$ cat config.mk
export PLATFORM = sky130hd
export DESIGN_NAME = scsp_slave
export DESIGN_NICKNAME = d
export VERILOG_FILES = /design/src/common/scsp_pkg.sv /design/src/hw/scsp_fifo.sv /design/src/hw/scsp_slave.sv
export VERILOG_INCLUDE_DIRS = /design/src /design/src/common
export SDC_FILE = /design/constraint.sdc
export NUM_CORES = 1
export LEC_CHECK = 0
export BUFFER_PORTS_ARGS = -buffer_cell sky130_fd_sc_hd__buf_2
export CAP_MARGIN = 20
export CORE_ASPECT_RATIO = 1.75
export CORE_MARGIN = 8
export CORE_UTILIZATION = 64
export CTS_CLUSTER_DIAMETER = 80
export CTS_CLUSTER_SIZE = 12
export DETAILED_ROUTE_END_ITERATION = 7
export PLACE_DENSITY = 0.85
export SLEW_MARGIN = 20
export SYNTH_ARGS = -nofsm -noshare
export SYNTH_HDL_FRONTEND = slang
export SYNTH_HIERARCHICAL = 1
export SYNTH_SLANG_ARGS = --single-unit
$ cat constraint.sdc
create_clock -name core_clk_i -period 10.6 [get_ports core_clk_i]
set_clock_uncertainty 0.2 [all_clocks]
set_input_delay 3.18 -clock core_clk_i [delete_from_list [all_inputs] [get_ports core_clk_i]]
set_output_delay 3.18 -clock core_clk_i [all_outputs]
set_load 0.005 [all_outputs]
$ cat src/common/scsp_cfg.svh
`ifndef SCSP_CFG_SVH
`define SCSP_CFG_SVH
`define SCSP_CHAR_W      8
`define SCSP_FIFO_DEPTH  4
`define SCSP_FIFO_AW     2
`define SCSP_BUSY_TOKEN  8'hff
`define SCSP_MODE_W      2
`define SCSP_MODE_SPI    2'h2
`define SCSP_MODE_I2C    2'h3
`define SCSP_LIN_W       4
`define SCSP_EXP_W       4
`define SCSP_CNT_W       16
`define SCSP_REF_MHZ     12
`define SCSP_CLK_MHZ     125
`define SCSP_SSEL_NONE   3'h0
`define SCSP_SSEL_SAVED  3'h1
`define SCSP_SSEL_MORE   3'h2
`endif

$ cat src/common/scsp_pkg.sv
`include "scsp_cfg.svh"
package scsp_pkg;
  typedef logic [`SCSP_CHAR_W-1:0] scsp_char_t;
  typedef enum logic [2:0] {
    SCSP_IDLE  = 3'b001,
    SCSP_SHIFT = 3'b010,
    SCSP_DONE  = 3'b100
  } scsp_state_t;
endpackage : scsp_pkg

$ cat src/hw/scsp_fifo.sv
`timescale 1ns/1ps
`default_nettype none
module scsp_fifo #(
  parameter int WIDTH = 8,
  parameter int DEPTH = 8,
  parameter int AW    = 3
) (
  input  wire logic             core_clk_i,
  input  wire logic             rstn_i,
  input  wire logic             ce_i,
  input  wire logic             flush_i,
  input  wire logic             in_valid_i,
  output logic                  in_ready_o,
  input  wire logic [WIDTH-1:0] in_data_i,
  output logic                  out_valid_o,
  input  wire logic             out_ready_i,
  output logic      [WIDTH-1:0] out_data_o,
  output logic      [AW:0]      count_o
);
  logic [WIDTH-1:0] mem [DEPTH];
  logic [AW-1:0]    wr_ptr;
  logic [AW-1:0]    rd_ptr;
  logic             push;
  logic             pop;
  // honest flags from the occupancy count
  assign in_ready_o  = (count_o < (AW+1)'(DEPTH));
  assign out_valid_o = (count_o != '0);
  assign push        = in_valid_i & in_ready_o;
  assign pop         = out_valid_o & out_ready_i;
  assign out_data_o  = mem[rd_ptr];
  always_ff @(posedge core_clk_i) begin
    if (!rstn_i || flush_i) begin
      wr_ptr  <= '0;
      rd_ptr  <= '0;
      count_o <= '0;
    end else if (ce_i) begin
      if (push) wr_ptr <= (wr_ptr == AW'(DEPTH-1)) ? '0 : wr_ptr + 1'b1;
      if (pop)  rd_ptr <= (rd_ptr == AW'(DEPTH-1)) ? '0 : rd_ptr + 1'b1;
      count_o <= count_o + (AW+1)'(push) - (AW+1)'(pop);
    end
  end
  // storage has no reset, contents are qualified by count
  always_ff @(posedge core_clk_i) begin
    if (ce_i && push) mem[wr_ptr] <= in_data_i;
  end
endmodule : scsp_fifo
`default_nettype wire

$ cat src/hw/scsp_slave.sv
// Operation
// - output enable on the master-in line only while select is low
// - select falling edge resets both shift registers
// - four-entry transmit and receive fifos shared by software and dma
// - storing a received character sets rx valid
// - full receive fifo drops character, sets overflow and overrun irq
// - dma error reported only once receive fifo has drained
// - dma error cleared by dma reset bit or buffer reload
// - each received character starts a transmit; empty fifo flags underrun
// - underrun sends last character or busy token per repeat bit
// - write into empty fifo and idle serializer clears tx idle
// - tx free clears on full fifo, sets on each shifted character
// - tx idle sets when fifo empty and last character shifted
// - after select and rx valid, data into empty fifo gets padding first
// - padding value follows repeat bit
// - first select rise after load saves active receive count
// - later rises set status; three-bit field records save history
// - idle, free, valid irqs by edge or level per mode bit
// - irqs on buffer active falling edges, overrun and underrun
// - irq out only when enabled locally and at top level
// - mode value three selects i2c master, master only
// - scl from 12.5 MHz divided by (lin+1) times 2 to exp
`timescale 1ns/1ps
`default_nettype none
`include "scsp_cfg.svh"
module scsp_slave (
  input  wire logic                       core_clk_i,
  input  wire logic                       rstn_i,
  input  wire logic                       ce_i,
  input  wire logic                       sclk_i,
  input  wire logic                       slave_select_n_i,
  input  wire logic                       mosi_i,
  output logic                            miso_o,
  output logic                            miso_oe_o,
  input  wire logic [`SCSP_MODE_W-1:0]    serial_mode_i,
  input  wire logic                       repeat_last_select_i,
  input  wire logic                       irq_edge_level_select_i,
  input  wire logic [6:0]                 serial_irq_enable_i,
  input  wire logic                       serial_top_irq_enable_i,
  input  wire logic                       tx_wr_valid_i,
  output logic                            tx_wr_ready_o,
  input  wire scsp_pkg::scsp_char_t       tx_wr_data_i,
  input  wire logic                       rx_rd_i,
  output scsp_pkg::scsp_char_t            rx_rd_data_o,
  input  wire logic [3:0]                 buffer_active_ab_i,
  input  wire logic                       rx_dma_active_i,
  input  wire logic                       rx_buffer_load_i,
  input  wire logic                       rx_dma_reset_i,
  input  wire logic [`SCSP_CNT_W-1:0]     rx_dma_count_i,
  output logic [`SCSP_CNT_W-1:0]          rx_count_saved_o,
  output logic [2:0]                      select_edge_save_field_o,
  output logic                            rx_dma_error_o,
  output logic                            rx_valid_flag_o,
  output logic                            rx_overflow_flag_o,
  output logic                            tx_idle_flag_o,
  output logic                            tx_free_flag_o,
  output logic [6:0]                      serial_irq_flag_o,
  output logic                            irq_o,
  input  wire logic [`SCSP_LIN_W-1:0]     rate_linear_i,
  input  wire logic [`SCSP_EXP_W-1:0]     rate_exponent_i,
  output logic                            i2c_mode_o,
  output logic                            scl_o,
  output logic                            scl_oe_o
);
  import scsp_pkg::*;

  // two-flop synchronisers for pins; first stage read only by second
  logic [2:0] sync1;
  logic [2:0] sync2;
  logic       sclk_d;
  logic       ssn_d;
  logic       sclk_s;
  logic       ssn_s;
  logic       mosi_s;
  always_ff @(posedge core_clk_i) begin
    if (!rstn_i) begin
      sync1  <= 3'h2; // pin idle levels: clock low, select high, data low
      sync2  <= 3'h2; // a clock stage reset high would fake a rise after reset
      sclk_d <= 1'b0;
      ssn_d  <= 1'b1;
    end else if (ce_i) begin
      sync1  <= {sclk_i, slave_select_n_i, mosi_i};
      sync2  <= sync1;
      sclk_d <= sync2[2];
      ssn_d  <= sync2[1];
    end
  end
  assign sclk_s = sync2[2];
  assign ssn_s  = sync2[1];
  assign mosi_s = sync2[0];

  logic spi_on;
  logic sel_fall;
  logic sel_rise;
  logic sclk_rise;
  logic sclk_fall;
  assign spi_on    = (serial_mode_i == `SCSP_MODE_SPI);
  assign sel_fall  = ssn_d & ~ssn_s;
  assign sel_rise  = ~ssn_d & ssn_s;
  // mode 0 timing only: sample on rise, shift on fall
  assign sclk_rise = ~sclk_d & sclk_s & ~ssn_s & spi_on;
  assign sclk_fall = sclk_d & ~sclk_s & ~ssn_s & spi_on;

  // transmit buffering: 8-word staging fifo ahead of the 4-entry tx fifo
  logic       stg_valid;
  logic       stg_ready;
  scsp_char_t stg_data;
  scsp_fifo #(.WIDTH(`SCSP_CHAR_W), .DEPTH(8), .AW(3)) u_stage (
    .core_clk_i  (core_clk_i),
    .rstn_i      (rstn_i),
    .ce_i        (ce_i),
    .flush_i     (1'b0),
    .in_valid_i  (tx_wr_valid_i),
    .in_ready_o  (tx_wr_ready_o),
    .in_data_i   (tx_wr_data_i),
    .out_valid_o (stg_valid),
    .out_ready_i (stg_ready),
    .out_data_o  (stg_data),
    .count_o     ()
  );

  logic       tx_push;
  scsp_char_t tx_push_data;
  logic       tx_pop;
  logic       tx_ready;
  logic       tx_valid;
  scsp_char_t tx_head;
  logic [2:0] tx_count;
  logic       pad_armed;
  logic       pad_push;
  scsp_char_t last_tx;
  scsp_char_t filler;
  // padding enters the fifo as if written by software
  assign filler       = repeat_last_select_i ? last_tx : `SCSP_BUSY_TOKEN;
  assign pad_push     = pad_armed & (tx_count == 3'h0) & stg_valid & ~ssn_s;
  assign stg_ready    = tx_ready & ~pad_push;
  assign tx_push      = (stg_valid & tx_ready) | pad_push;
  assign tx_push_data = pad_push ? filler : stg_data;
  scsp_fifo #(.WIDTH(`SCSP_CHAR_W), .DEPTH(`SCSP_FIFO_DEPTH), .AW(`SCSP_FIFO_AW)) u_txf (
    .core_clk_i  (core_clk_i),
    .rstn_i      (rstn_i),
    .ce_i        (ce_i),
    .flush_i     (1'b0),
    .in_valid_i  (tx_push),
    .in_ready_o  (tx_ready),
    .in_data_i   (tx_push_data),
    .out_valid_o (tx_valid),
    .out_ready_i (tx_pop),
    .out_data_o  (tx_head),
    .count_o     (tx_count)
  );

  logic       rx_push;
  logic       rx_ready;
  logic       rx_valid;
  scsp_char_t rx_char;
  logic [2:0] rx_count;
  scsp_fifo #(.WIDTH(`SCSP_CHAR_W), .DEPTH(`SCSP_FIFO_DEPTH), .AW(`SCSP_FIFO_AW)) u_rxf (
    .core_clk_i  (core_clk_i),
    .rstn_i      (rstn_i),
    .ce_i        (ce_i),
    .flush_i     (1'b0),
    .in_valid_i  (rx_push),
    .in_ready_o  (rx_ready),
    .in_data_i   (rx_char),
    .out_valid_o (rx_valid),
    .out_ready_i (rx_rd_i),
    .out_data_o  (rx_rd_data_o),
    .count_o     (rx_count)
  );

  // bit shifters, msb first, eight bits per character
  scsp_state_t state;
  scsp_char_t  rx_sh;
  scsp_char_t  tx_sh;
  logic [2:0]  bit_cnt;
  logic        char_done;
  logic        ser_busy;
  assign char_done = sclk_rise & (bit_cnt == 3'h7);
  assign rx_char   = {rx_sh[6:0], mosi_s};
  assign rx_push   = char_done & rx_ready;
  assign tx_pop    = char_done & tx_valid;
  assign ser_busy  = (state == SCSP_SHIFT);
  always_ff @(posedge core_clk_i) begin
    if (!rstn_i) begin
      state   <= SCSP_IDLE;
      rx_sh   <= 8'h00;
      tx_sh   <= `SCSP_BUSY_TOKEN;
      bit_cnt <= 3'h0;
      last_tx <= `SCSP_BUSY_TOKEN;
    end else if (ce_i) begin
      if (sel_fall) begin
        state   <= SCSP_IDLE;
        rx_sh   <= 8'h00;
        bit_cnt <= 3'h0;
        tx_sh   <= `SCSP_BUSY_TOKEN; // first character after select never comes from the fifo
      end else if (sclk_rise) begin
        rx_sh   <= rx_char;
        bit_cnt <= bit_cnt + 3'h1;
        state   <= (bit_cnt == 3'h7) ? SCSP_DONE : SCSP_SHIFT;
        if (bit_cnt == 3'h7) begin
          // load in the cycle of the pop, so the popped character is the one sent
          tx_sh   <= tx_valid ? tx_head : (repeat_last_select_i ? {tx_sh[6:0], tx_sh[7]} : `SCSP_BUSY_TOKEN);
          last_tx <= {tx_sh[6:0], tx_sh[7]};
        end
      end else if (sclk_fall) begin
        case (state)
          SCSP_DONE: state <= SCSP_IDLE;
          default:   tx_sh <= {tx_sh[6:0], tx_sh[7]}; // rotate: one more turn at the last rise restores it
        endcase
      end
    end
  end

  // master-in pin driven only while selected
  always_ff @(posedge core_clk_i) begin
    if (!rstn_i) begin
      miso_o    <= 1'b0;
      miso_oe_o <= 1'b0;
    end else if (ce_i) begin
      miso_o    <= tx_sh[7];
      miso_oe_o <= ~ssn_s & spi_on;
    end
  end

  // padding arms once rx valid seen within a selection
  always_ff @(posedge core_clk_i) begin
    if (!rstn_i) begin
      pad_armed <= 1'b0;
    end else if (ce_i) begin
      if (ssn_s) pad_armed <= 1'b0;
      else if (rx_push) pad_armed <= 1'b1;
    end
  end

  // status flags; hardware set wins over clear, except tx idle, where a push into the empty fifo clears it
  logic tx_under_ev;
  logic rx_over_ev;
  assign tx_under_ev = char_done & ~tx_valid;
  assign rx_over_ev  = char_done & ~rx_ready;
  always_ff @(posedge core_clk_i) begin
    if (!rstn_i) begin
      rx_valid_flag_o    <= 1'b0;
      rx_overflow_flag_o <= 1'b0;
      tx_idle_flag_o     <= 1'b1;
      tx_free_flag_o     <= 1'b1;
    end else if (ce_i) begin
      rx_valid_flag_o <= rx_valid | rx_push;
      if (rx_over_ev) rx_overflow_flag_o <= 1'b1;
      else if (rx_rd_i) rx_overflow_flag_o <= 1'b0;
      if (tx_push && tx_count == 3'h0 && !ser_busy) tx_idle_flag_o <= 1'b0;
      else if (tx_count == 3'h0 && !tx_valid && state == SCSP_IDLE && bit_cnt == 3'h0)
        tx_idle_flag_o <= 1'b1;
      if (tx_pop) tx_free_flag_o <= 1'b1;
      else if (tx_push && tx_count == 3'(`SCSP_FIFO_DEPTH - 1)) tx_free_flag_o <= 1'b0;
    end
  end

  // dma error deferred until the receive fifo drains
  logic err_pending;
  always_ff @(posedge core_clk_i) begin
    if (!rstn_i) begin
      err_pending    <= 1'b0;
      rx_dma_error_o <= 1'b0;
    end else if (ce_i) begin
      if (rx_over_ev) err_pending <= 1'b1;
      else if (rx_count == 3'h0) err_pending <= 1'b0;
      if (err_pending && rx_count == 3'h0) rx_dma_error_o <= 1'b1;
      else if (rx_dma_reset_i || rx_buffer_load_i) rx_dma_error_o <= 1'b0;
    end
  end

  // saved count on first select rise after a load
  logic save_armed;
  always_ff @(posedge core_clk_i) begin
    if (!rstn_i) begin
      save_armed               <= 1'b0;
      rx_count_saved_o         <= '0;
      select_edge_save_field_o <= `SCSP_SSEL_NONE;
    end else if (ce_i) begin
      if (rx_buffer_load_i) begin
        save_armed               <= 1'b1;
        select_edge_save_field_o <= `SCSP_SSEL_NONE;
      end else if (sel_rise && rx_dma_active_i) begin
        if (save_armed) begin
          rx_count_saved_o         <= rx_dma_count_i;
          save_armed               <= 1'b0;
          select_edge_save_field_o <= `SCSP_SSEL_SAVED;
        end else begin
          select_edge_save_field_o <= select_edge_save_field_o | `SCSP_SSEL_MORE;
        end
      end
    end
  end

  // second-level flags: idle, free, valid, tx act, rx act, overrun, underrun
  logic [2:0] lvl;
  logic [2:0] lvl_d;
  logic [3:0] act_d;
  logic [6:0] ev;
  assign lvl = {rx_valid_flag_o, tx_free_flag_o, tx_idle_flag_o};
  assign ev  = {tx_under_ev, rx_over_ev,
                |(act_d[3:2] & ~buffer_active_ab_i[3:2]),
                |(act_d[1:0] & ~buffer_active_ab_i[1:0]),
                irq_edge_level_select_i ? lvl : (lvl & ~lvl_d)};
  always_ff @(posedge core_clk_i) begin
    if (!rstn_i) begin
      lvl_d             <= 3'h3; // idle and free leave reset high: no false edge
      act_d             <= 4'h0;
      serial_irq_flag_o <= 7'h00;
      irq_o             <= 1'b0;
    end else if (ce_i) begin
      lvl_d             <= lvl;
      act_d             <= buffer_active_ab_i;
      serial_irq_flag_o <= ev | serial_irq_flag_o & ~(7'h7f & {7{1'b0}});
      irq_o             <= serial_top_irq_enable_i & |(serial_irq_flag_o & serial_irq_enable_i);
    end
  end

  // i2c clock: 12.5 MHz tick then (lin+1)*2^exp divide
  localparam int REF_DIV = `SCSP_CLK_MHZ / `SCSP_REF_MHZ;
  logic [3:0]  ref_cnt;
  logic [19:0] div_cnt;
  logic [19:0] div_lim;
  assign div_lim = 20'((({16'h0, rate_linear_i} + 20'h1) << rate_exponent_i) >> 1); // half period
  always_ff @(posedge core_clk_i) begin
    if (!rstn_i) begin
      ref_cnt    <= 4'h0;
      div_cnt    <= 20'h0;
      scl_o      <= 1'b0;
      scl_oe_o   <= 1'b0;
      i2c_mode_o <= 1'b0;
    end else if (ce_i) begin
      i2c_mode_o <= (serial_mode_i == `SCSP_MODE_I2C);
      ref_cnt    <= (ref_cnt == 4'(REF_DIV - 1)) ? 4'h0 : ref_cnt + 4'h1;
      if (serial_mode_i != `SCSP_MODE_I2C) begin
        div_cnt  <= 20'h0;
        scl_oe_o <= 1'b0;
      end else if (ref_cnt == 4'h0) begin
        if (div_cnt + 20'h1 >= div_lim) begin
          div_cnt  <= 20'h0;
          scl_oe_o <= ~scl_oe_o; // open drain: enable pulls low
        end else begin
          div_cnt <= div_cnt + 20'h1;
        end
      end
    end
  end

  a_sel_oe: assert property (@(posedge core_clk_i) disable iff (!rstn_i)
    ce_i && ssn_s |=> !miso_oe_o) else $error("output driven while deselected");
  a_sel_reset: assert property (@(posedge core_clk_i) disable iff (!rstn_i)
    ce_i && sel_fall |=> bit_cnt == 3'h0) else $error("shift not reset on select");
  a_rx_overrun: assert property (@(posedge core_clk_i) disable iff (!rstn_i)
    ce_i && rx_over_ev |=> rx_overflow_flag_o && serial_irq_flag_o[5]) else $error("overrun missed");
  a_tx_underrun: assert property (@(posedge core_clk_i) disable iff (!rstn_i)
    ce_i && tx_under_ev |=> serial_irq_flag_o[6]) else $error("underrun missed");
  a_busy_token: assert property (@(posedge core_clk_i) disable iff (!rstn_i)
    ce_i && tx_under_ev && !repeat_last_select_i |=> tx_sh == 8'hff) else $error("wrong filler");
  a_rx_valid: assert property (@(posedge core_clk_i) disable iff (!rstn_i)
    ce_i && rx_push |=> rx_valid_flag_o) else $error("rx valid not set");
  a_irq_gate: assert property (@(posedge core_clk_i) disable iff (!rstn_i)
    ce_i && !serial_top_irq_enable_i |=> !irq_o) else $error("irq leaked");
  a_dma_err: assert property (@(posedge core_clk_i) disable iff (!rstn_i)
    ce_i && $rose(rx_dma_error_o) |-> $past(rx_count) == 3'h0) else $error("early dma error");
endmodule : scsp_slave
`default_nettype wire

== After elaboration in Yosys (flattened, before gate mapping) ==
Memory sizes are Yosys's and may differ from the RTL's. A register that Yosys moved wholly into a read port is not among the register bits.
Index checks and enable logic that the tools add are counted.
Widths: inputs -> output; s select.

* Word-level logic and storage cells: 245
* Input bits: 59
* Memories kept: 3
* Register bits after elaboration: 131
* Memory bits (writable): 128
* Output and inout port bits: 46

{| class="wikitable"
|+ Memory list
! name !! words !! bits a word !! rd ports !! clocked after Yosys merged registers in !! write ports !! line !! text
|-
| u_stage.mem || 8 || 8 || 1 || 1 || 1 || scsp_fifo.sv:20 || <nowiki>logic [WIDTH-1:0] mem [DEPTH];</nowiki>
|-
| u_rxf.mem || 4 || 8 || 1 || 1 || 1 || scsp_fifo.sv:20 ||
|-
| u_txf.mem || 4 || 8 || 1 || 1 || 1 || scsp_fifo.sv:20 ||
|}

* Bitwise operators: 46
* Magnitude comparators: 4
* Equality and inequality tests: 17
* Shift-type cells: 1
* Add/subtract/negate cells: 16
* Muxes and demuxes: 61
* Reductions and logical operators: 58

{| class="wikitable"
|+ Operators with widths
! kind !! count
|-
| $mux 8 || 9
|-
| $mux 20 || 3
|-
| $mux 3 || 15
|-
| $reduce_and 2->1 || 15
|-
| $and 1x1->1 || 26
|-
| $mux 1 || 23
|-
| $reduce_bool 2->1 || 11
|-
| $add 20x1->20 const B || 1
|-
| $ge 20x19->1 || 1
|-
| $shl 5x4->20 || 1
|-
| $mux 2 || 8
|-
| $mux 7 || 2
|-
| $eq 2x2->1 const B || 6
|-
| $eq 3x3->1 const B || 4
|-
| $reduce_and 4->1 || 3
|-
| $reduce_bool 3->1 || 4
|-
| $logic_and 1x1->1 || 11
|-
| $not 1->1 || 10
|-
| $add 3x1->3 const B || 3
|-
| $logic_not 3->1 || 3
|-
| $reduce_and 3->1 || 3
|-
| $add 2x1->2 const B || 4
|-
| $and 7x7->7 || 1
|-
| $or 7x7->7 || 1
|-
| other kinds (26) || 35
|}

== Longest topological paths before layout ==
Gate-level depths: netlist of the first run.

* Depth in word-level cells: 10
* Gate-level depth with buffers: 16
* Mapped depth without buffers: 16

== Cells and area by module ==
The synthesis of the first run kept the hierarchy.

{| class="wikitable"
|+ Modules (own cells, without submodules)
! module !! sequential area each (um^2) !! cells each !! times used !! area each (um^2)
|-
| scsp_slave || 2122.0 || 680 || 1 || 5764.3
|-
| scsp_fifo at u_rxf ... || 1141.1 || 95 || 2 || 1661.6
|-
| scsp_fifo at u_stage || 2182.1 || 174 || 1 || 3178.0
|}

== Least setup slack after synthesis of the first run ==
OpenSTA, ideal clock, no wires.

* Path kind: input to register
* From: in rate_exponent_i[0]
* To: reg div_cnt[4]
* Stages: 14
* Setup slack: 4.664 ns
* Arrival time: 5.662 ns
* Path buffers: 2
* Cell sequence: clkbuf_1 > o21ai_0 > a32o_1 > and2_1 > mux2_2 > nand2b_1 > ha_1 > a21o_1 > a21oi_1 > o21ai_0 > a21oi_1 > clkbuf_1 > nand4_1 > a31oi_1

* Longest elaborated chain between the ends: 5

{| class="wikitable"
|+ RTL lines
! item !! line !! text
|-
| start: declaration || scsp_slave.sv:60 || <nowiki>input wire logic [`SCSP_EXP_W-1:0] rate_exponent_i,</nowiki>
|-
| $shl 5x4->20 || scsp_slave.sv:325 || <nowiki>assign div_lim = 20'((({16'h0, rate_linear_i} + 20'h1) << rate_exponent_i) >> 1);</nowiki>
|-
| $ge 20x19->1 || scsp_slave.sv:340 || <nowiki>if (div_cnt + 20'h1 >= div_lim) begin</nowiki>
|-
| $mux 20 || scsp_slave.sv:340 ||
|-
| $mux 20 || scsp_slave.sv:339 || <nowiki>end else if (ref_cnt == 4'h0) begin</nowiki>
|-
| $mux 20 || scsp_slave.sv:336 || <nowiki>if (serial_mode_i != `SCSP_MODE_I2C) begin</nowiki>
|-
| end signal: assignment || scsp_slave.sv:344 || <nowiki>div_cnt <= div_cnt + 20'h1;</nowiki>
|-
| end: declaration || scsp_slave.sv:323 || <nowiki>logic [19:0] div_cnt;</nowiki>
|}

No other way between the ends. The select of a mux whose other input is x is not followed.
A chain may end at the register's enable or synchronous reset.

== Worst setup path in the final report of the first run ==
* From: in serial_mode_i[1]
* To: reg u_rxf.count_o[2]

* Longest elaborated chain between the ends: 7

{| class="wikitable"
|+ RTL lines
! item !! line !! text
|-
| start: declaration || scsp_slave.sv:35 || <nowiki>input wire logic [`SCSP_MODE_W-1:0] serial_mode_i,</nowiki>
|-
| $eq 2x2->1 (no source line) || -- ||
|-
| $and 1x1->1 || scsp_slave.sv:101 || <nowiki>assign sclk_rise = ~sclk_d & sclk_s & ~ssn_s & spi_on;</nowiki>
|-
| $and 1x1->1 || scsp_slave.sv:179 || <nowiki>assign char_done = sclk_rise & (bit_cnt == 3'h7);</nowiki>
|-
| $and 1x1->1 || scsp_slave.sv:181 || <nowiki>assign rx_push = char_done & rx_ready;</nowiki>
|-
| net rx_push || scsp_slave.sv:153 || <nowiki>logic rx_push;</nowiki>
|-
| $and 1x1->1 || scsp_fifo.sv:28 || <nowiki>assign push = in_valid_i & in_ready_o;</nowiki>
|-
| $add 3x1->3 || scsp_fifo.sv:39 || <nowiki>count_o <= count_o + (AW+1)'(push) - (AW+1)'(pop);</nowiki>
|-
| $sub 3x1->3 || scsp_fifo.sv:39 ||
|-
| end signal: assignment || scsp_fifo.sv:39 ||
|-
| end: declaration || scsp_fifo.sv:18 || <nowiki>output logic [AW:0] count_o</nowiki>
|}

The timed path passes the listed nets, and every way through them passes these cells.

==> impl_metrics.json, run 1 <==
{
  "synthArstFlopShare_pct": 0,
  "hold_path_class": "reg2reg",
  "combPwrFrac_pct": 6.4,
  "cts_resized": 0,
  "wl_um": 24600,
  "gr-usage-all-layers_pct": 20.4,
  "r2r_slack_ns": 6.69,
  "wl_per_cell_um": 17.7,
  "cts_buffer_depth": 3,
  "nFillCells": 1336,
  "timing.final.crit_share_pct": 53.8,
  "synth_seq_cells": 265,
  "numCtsBuffers": 26,
  "coreArea_um2": 18900,
  "fmax_mhz": 175,
  "drt-pass1-iter-count": 5,
  "cts_root_buffer": "clkbuf_16",
  "htree_num_levels": 1,
  "hold_buffers": 0,
  "avgSynthCellArea_um2": 11.7,
  "synth_edf_count": 128,
  "finalSetupViolCount": 0,
  "fin_nets": 1244,
  "drtIter0Drc": 432,
  "initial_utilization_pct": 64.7,
  "drv_slew": 0,
  "cts_tree": "yes",
  "crit_path_frequent_cell": "ha_1",
  "power.density_nw_per_um2": 150,
  "worstMarginPinSlew_ns": 0.894,
  "grt_max_degree": 93,
  "finalHoldViolCount": 0,
  "synthFlopType": "dfxtp_1",
  "p_int_uw": 1600,
  "cpPeakStageDelay_ns": 0.53,
  "cpLargestDelayFamily": "simple AND/OR/NAND/NOR gates",
  "ant_nets": 0,
  "rsz0062_at_grt": "false",
  "slowest_stage": "or3b_2",
  "synthCells": 1044,
  "post-cts-setup-buffer-count": 0,
  "rows": 67,
  "vdd_ir_drop_max_v": 0.000174,
  "crit_type": "in2reg",
  "power_frac_seq_pct": 53.7,
  "fp.dieW_um": 121,
  "power_switching_uw": 445,
  "postLayoutCoreUtil_pct": 72.1,
  "crit_buf_inv": 2,
  "grt_pass1_vias": 8378,
  "slew_headroom_pct": 40.2,
  "crit_fanout": 6,
  "cap_violations": 0,
  "seq_area_frac_synth_pct": 53.7,
  "die_area_um2": 24000,
  "hpwl_um": 18100,
  "path_clk_slew_ns": 0.06,
  "fin_crit_ns": 5.70,
  "crit_chain": "buf_2 -> or3b_2 -> nor2_1 -> and3_1 -> nand2_1 -> ha_1 -> inv_1 -> ha_1 -> fa_1 -> xnor2_1 -> a211oi_1 -> a31o_1",
  "total_leakage_power_uw": 0.00516,
  "cts.sinks": 265,
  "syn_area_um2": 12300,
  "status": "finished clean",
  "diodes": 0,
  "crit_path_end_kind": "register",
  "mostFrequentLayoutCells": "dfxtp_1, edfxtp_1, buf_2",
  "clkLatencyLatePin_ns": 0.52,
  "routed-via-count": 8281,
  "worstPathArrival_ns": 5.93,
  "clkPwrFrac_pct": 39.9,
  "antenna_found_initial": 1,
  "area_growth_pct": 11.3,
  "drc": 0,
  "via_per_inst": 5.95,
  "grt_pass1_wl_um": 39800,
  "die_y_um": 199,
  "yosysUniqueCellTypes": 68,
  "io_pins": 105,
  "grt-ovfl-total": 0,
  "crit_required_ns": 10.82,
  "layout_commonest_cell": "dfxtp_1",
  "portBuffers": 102,
  "cp-start-kind": "primary input",
  "yosysWarnings": 6,
  "switching_share_pct": 21.8,
  "routabilityCongestion": 0.905,
  "drive_above_1_share_pct": 16.3,
  "setup_tns_ns": 0
}
[state kept, by name (all words and copies together) (netlist names), 4 cells and up, named ones only]
name	cells
tx_sh	8
serial_irq_flag_o	7
u_stage/count_o	4
u_rxf/mem	32
act_d	4
u_stage/mem	64
rx_count_saved_o	16
u_txf/mem	32
last_tx	8
ref_cnt	4
div_cnt	20
rx_sh	7
[worst reg2reg max path, stage by stage, from the launching register on]
cell,delay [ns]
dfxtp_1,0.43
ha_1,0.27
nand3_2,0.22
nor4_4,0.56
nand2_1,0.11
nor3_1,0.38
xor2_1,0.13
ha_1,0.33
nand3_1,0.15
nor2_1,0.09
and3_1,0.17
a21oi_1,0.15
buf_4,0.28
nand2_1,0.09
o311ai_1,0.26
[cell families after synthesis]
logic type                 after synthesis  share of synthesized area [%]
and+or+nand+nor                        373                           16.5
DFF                                    265                           53.7
AOI/OAI and AO/OA                      158                           8.65
muxes                                   87                           10.9
buffers and inverters                   86                           3.17
adders and majority gates               50                           5.28
xor gates and xnor gates                24                           1.71
other                                    1                         0.0306
[through the flow]
step           hold WS [ns]  std cells  power (uW)  worst slack (ns)  area [um2]
2_1_floorplan         0.228       1048        1210              4.66       12300
3_3_place_gp          0.251       1347        1240              4.49       12900
3_5_place_dp          0.256       1347        1250              4.45       12900
4_1_cts               0.278       1390        2060              4.96       13600
5_1_grt               0.290       1391        2110              4.71       13700
6_report              0.277       1391        2040              4.90       13700
[path summary, 6_finish.rpt]
kind                    start               end  cells after the start
min reg2reg       div_cnt[17]       div_cnt[17]                      2
max          serial_mode_i[1]  u_rxf/count_o[2]                     12
max reg2reg        div_cnt[0]       div_cnt[18]                     14
min               div_cnt[17]       div_cnt[17]                      2
[power groups by stage]
| stage | registers, uW | logic [uW] | clock network (uW) |
|---|---|---|---|
| 6_report | 1100 | 131 | 816 |
| 4_1_cts | 1100 | 131 | 828 |
| 5_1_grt | 1100 | 145 | 870 |
| 3_3_place_gp | 1120 | 126 | 0 |
| 2_1_floorplan | 1110 | 90.7 | 0 |
| 3_5_place_dp | 1120 | 130 | 0 |
[synthesized netlist by cell type (4+ instances only)]
| library cell | count | area, um2 |
|---|---|---|
| a21boi_0 | 8 | 60.1 |
| a21boi_1 | 10 | 75.1 |
| a21o_1 | 5 | 37.5 |
| a21oi_1 | 30 | 150 |
| a22oi_1 | 16 | 120 |
| and2_1 | 22 | 138 |
| and3_1 | 5 | 31.3 |
| and4_1 | 4 | 35.0 |
| buf_1 | 7 | 26.3 |
| buf_2 | 13 | 65.1 |
| clkbuf_1 | 27 | 101 |
| dfxtp_1 | 137 | 2740 |
| edfxtp_1 | 128 | 3840 |
| ha_1 | 47 | 588 |
| inv_1 | 32 | 120 |
| mux2_2 | 10 | 113 |
| mux2i_1 | 45 | 450 |
| mux4_1 | 15 | 394 |
| mux4_2 | 17 | 383 |
| nand2_1 | 99 | 372 |
| nand2b_1 | 22 | 138 |
| nand3_1 | 32 | 160 |
| nand4_1 | 18 | 113 |
| nor2_1 | 46 | 173 |
| nor2b_1 | 60 | 375 |
| nor3_1 | 19 | 95.1 |
| nor3b_1 | 10 | 75.1 |
| nor4_1 | 5 | 31.3 |
| o211ai_1 | 19 | 143 |
| o21a_1 | 10 | 75.1 |
| o21ai_0 | 28 | 140 |
| o22ai_1 | 10 | 62.6 |
| or3_1 | 6 | 37.5 |
| xnor2_1 | 15 | 131 |
| xor2_1 | 9 | 78.8 |
[per-layer routing]
layer	up-vias	part of all wire [%]	track usage [%]
met5	-	0.032	0
met3	57	3.7	2.83
met2	193	58	40.7
met4	2	3.2	8.51
li1	4005	-	-
met1	4024	35	20.1
[layout make-up]
type                            instances  area, um2  area share, %
Clock buffer                           41        711           5.20
Multi-Input combinational cell        697       5320           38.9
Sequential cell                       265       6590           48.2
Timing Repair Buffer                  113        593           4.34
Clock inverter                          2       27.5          0.202
Tap cell                              241        302           2.21
Inverter                               32        120          0.880
(Power assumes the default switching activity.)
==> run 2, diff against run 1 <==
--- a/config.mk
+++ b/config.mk
@@ -6,15 +6,16 @@
 export SDC_FILE = /design/constraint.sdc
 export NUM_CORES = 1
 export LEC_CHECK = 0
+export ABC_AREA = 1
 export BUFFER_PORTS_ARGS = -buffer_cell sky130_fd_sc_hd__buf_2
 export CAP_MARGIN = 20
 export CORE_ASPECT_RATIO = 1.75
 export CORE_MARGIN = 8
-export CORE_UTILIZATION = 64
+export CORE_UTILIZATION = 54
 export CTS_CLUSTER_DIAMETER = 80
 export CTS_CLUSTER_SIZE = 12
 export DETAILED_ROUTE_END_ITERATION = 7
-export PLACE_DENSITY = 0.85
+export PLACE_DENSITY = 0.76
 export SLEW_MARGIN = 20
 export SYNTH_ARGS = -nofsm -noshare
 export SYNTH_HDL_FRONTEND = slang
==> constraint.sdc (replaced) <==
create_clock -name core_clk_i -period 4.6 [get_ports core_clk_i]
set_clock_uncertainty 0.2 [all_clocks]
set_input_delay 1.38 -clock core_clk_i [delete_from_list [all_inputs] [get_ports core_clk_i]]
set_output_delay 1.38 -clock core_clk_i [all_outputs]
set_load 0.005 [all_outputs]
==> impl_metrics.json, run 2 <==
{
  "timing.final.crit_share_pct": 83.0,
  "htree_num_levels": 1,
  "largest_reg_flops": 64,
  "synth_simple_gate_area_share_pct": 20.5,
  "layout_commonest_cell": "nand2_1",
  "drtIter0Drc": 530,
  "crit_fanout": 20,
  "avgSynthCellArea_um2": 8.92,
  "area_growth_pct": 11.4,
  "hold_path_class": "reg2reg",
  "routabilityCongestion": 0.930,
  "synth-xor-area-share_pct": 1.48,
  "synth_seq_cells": 265,
  "antenna_found_initial": 0,
  "status": "finished clean",
  "power.density_nw_per_um2": 351,
  "fin_crit_ns": 3.82,
  "wl_um": 27200,
  "crit_type": "in2reg",
  "initial_utilization_pct": 54.8,
  "die_y_um": 217,
  "synth_top_area_cell": "edfxtp_1",
  "synth_edf_count": 128,
  "hold_buffers": 0,
  "total_leakage_power_uw": 0.00577,
  "synth.mux.area_fraction_pct": 0.0807,
  "rsz0062_at_grt": "false",
  "portBuffers": 102,
  "drc": 0,
  "synth_most_common_cell": "nand2_1",
  "setup_tns_ns": 0,
  "post-cts-setup-buffer-count": 0,
  "grt_pass1_vias": 9403,
  "finalSetupViolCount": 0,
  "fin_nets": 1596,
  "synth_fa_ha_area_share_pct": 5.22,
  "gr-usage-all-layers_pct": 19.5,
  "clkLatencyLatePin_ns": 0.53,
  "wl_per_cell_um": 15.1,
  "cp-start-kind": "primary input",
  "synthArstFlopShare_pct": 0,
  "drive_above_1_share_pct": 13.8,
  "syn_area_um2": 12400,
  "fp.dieW_um": 131,
  "routed-via-count": 9538,
  "worstMarginPinSlew_ns": 0.906,
  "dpl.cell_count": 1759,
  "top_register": "u_stage/mem",
  "drv_slew": 0,
  "yosysWarnings": 6,
  "drt-pass1-iter-count": 5,
  "synthFlopType": "dfxtp_1",
  "reg_top3": "u_stage/mem (64), u_rxf/mem (32), u_txf/mem (32)",
  "grt_pass1_wl_um": 44900,
  "vdd_ir_drop_max_v": 0.000341,
  "hpwl_um": 19600,
  "coreArea_um2": 22700,
  "cts_tree": "yes",
  "grt-ovfl-total": 0,
  "fmax_mhz": 262,
  "numCtsBuffers": 26,
  "io_pins": 105,
  "yosysUniqueCellTypes": 56,
  "diodes": 0,
  "rows": 73,
  "synthTopCellsByArea": "edfxtp_1, dfxtp_1, nand2_1",
  "cts_root_buffer": "clkbuf_16",
  "seq_area_frac_synth_pct": 53.1,
  "crit_required_ns": 4.82,
  "synth_compound_area_share_pct": 12.7,
  "worstPathArrival_ns": 4.04,
  "path_clk_slew_ns": 0.06,
  "slew_headroom_pct": 39.5,
  "final_cells": 1804,
  "cap_violations": 0,
  "synthCells": 1391,
  "ant_nets": 0,
  "crit_path_end_kind": "register",
  "cts_buffer_depth": 3,
  "die_area_um2": 28300,
  "mostFrequentLayoutCells": "nand2_1, nor2_1, dfxtp_1",
  "yosysTopAreaCellShare_pct": 31.0,
  "synth_top_family_by_area": "simple AND/OR/NAND/NOR gates",
  "finalHoldViolCount": 0,
  "cts.sinks": 265,
  "synth_common_cells": "nand2_1, nor2_1, dfxtp_1, edfxtp_1, inv_1",
  "cts_resized": 0,
  "grt_max_degree": 48,
  "via_per_inst": 5.29
}
run 2: changes by cell type after synthesis, moves of 21 or more:
cell	previous run	this run
nand2_1	99	244
o21ai_0	28	99
and2_1	22	1
mux2i_1	45	1
nor2_1	46	212
o21ai_1	1	35
a21oi_1	30	82
nor2b_1	60	0
nand2b_1	22	0
inv_1	32	127
run 2: final timing paths:
kind                                         end  cells past startpoint  slack, ns              from
worst max register to register  u_txf/count_o[1]                     14       1.41          sync2[1]
worst max-delay path                    scl_oe_o                     19       0.78  rate_linear_i[0]
worst min register to register          act_d[0]                      2       0.26          act_d[0]
worst min-delay path                    act_d[0]                      2       0.26          act_d[0]
run 2: cell families (layout without fill, tap and decap cells):
| logic type | after synthesis | after routing |
|---|---|---|
| other | 1 | 5 |
| muxes | 1 | 1 |
| xor gates and xnor gates | 21 | 21 |
| DFF | 265 | 265 |
| and+or+nand+nor | 585 | 585 |
| buffers and inverters | 191 | 300 |
| AOI/OAI and AO/OA | 277 | 277 |
| adders and majority gates | 50 | 50 |
run 2: layer usage:
layer | part of all wire, % | wire length, um | global-route usage [%] | vias up
li1 | - | - | - | 4845
met1 | 37 | 10100 | 20.2 | 4425
met2 | 55 | 15100 | 37.9 | 217
met3 | 5.0 | 1360 | 2.36 | 51
met4 | 2.5 | 692 | 7.00 | 0
met5 | 0 | 0 | 0 | -
run 2: layout make-up:
class,instances,area [um2]
fill,1966,8830
timing repair buffer,115,608
tap,300,375
multi-input combinational,939,4980
clock buffer,43,714
sequential,265,6590
inverter,140,528
clock inverter,2,27.5
run 2: stage by stage:
stage	instance area, um2	worst slack (ns)	hold slack (ns)	util (%)	total power (uW)
after CTS	13800	0.871	0.261	61.0	4890
after detailed placement	13100	0.316	0.252	57.7	2980
after floorplan	12400	0.868	0.229	-	2860
final	13800	0.781	0.256	61.0	4850
after global placement	13100	0.378	0.238	57.7	2960
after global routing	13800	0.504	0.286	61.0	5040
run 2: worst max-delay path: stages:
cell and delay, ns:
buf_2 0.12, ha_1 0.22, xnor2_1 0.14, o21ai_0 0.22
o21ai_0 0.16, o21ai_0 0.26, nand2_1 0.09, ha_1 0.30
nand2_1 0.07, inv_1 0.05, nand3_1 0.08, nor3_1 0.16
nand2_1 0.07, nand2_1 0.07, nand2_2 0.28, nand2_4 0.18
nand3_2 0.06, nand2_1 0.10, nor2_2 0.03
run 2: where the power goes:
group          leakage [uW]  internal [uW]  switching, uW
sequential          0.00228           2520           28.0
clock              0.000353           1060            856
combinational       0.00314            130            255
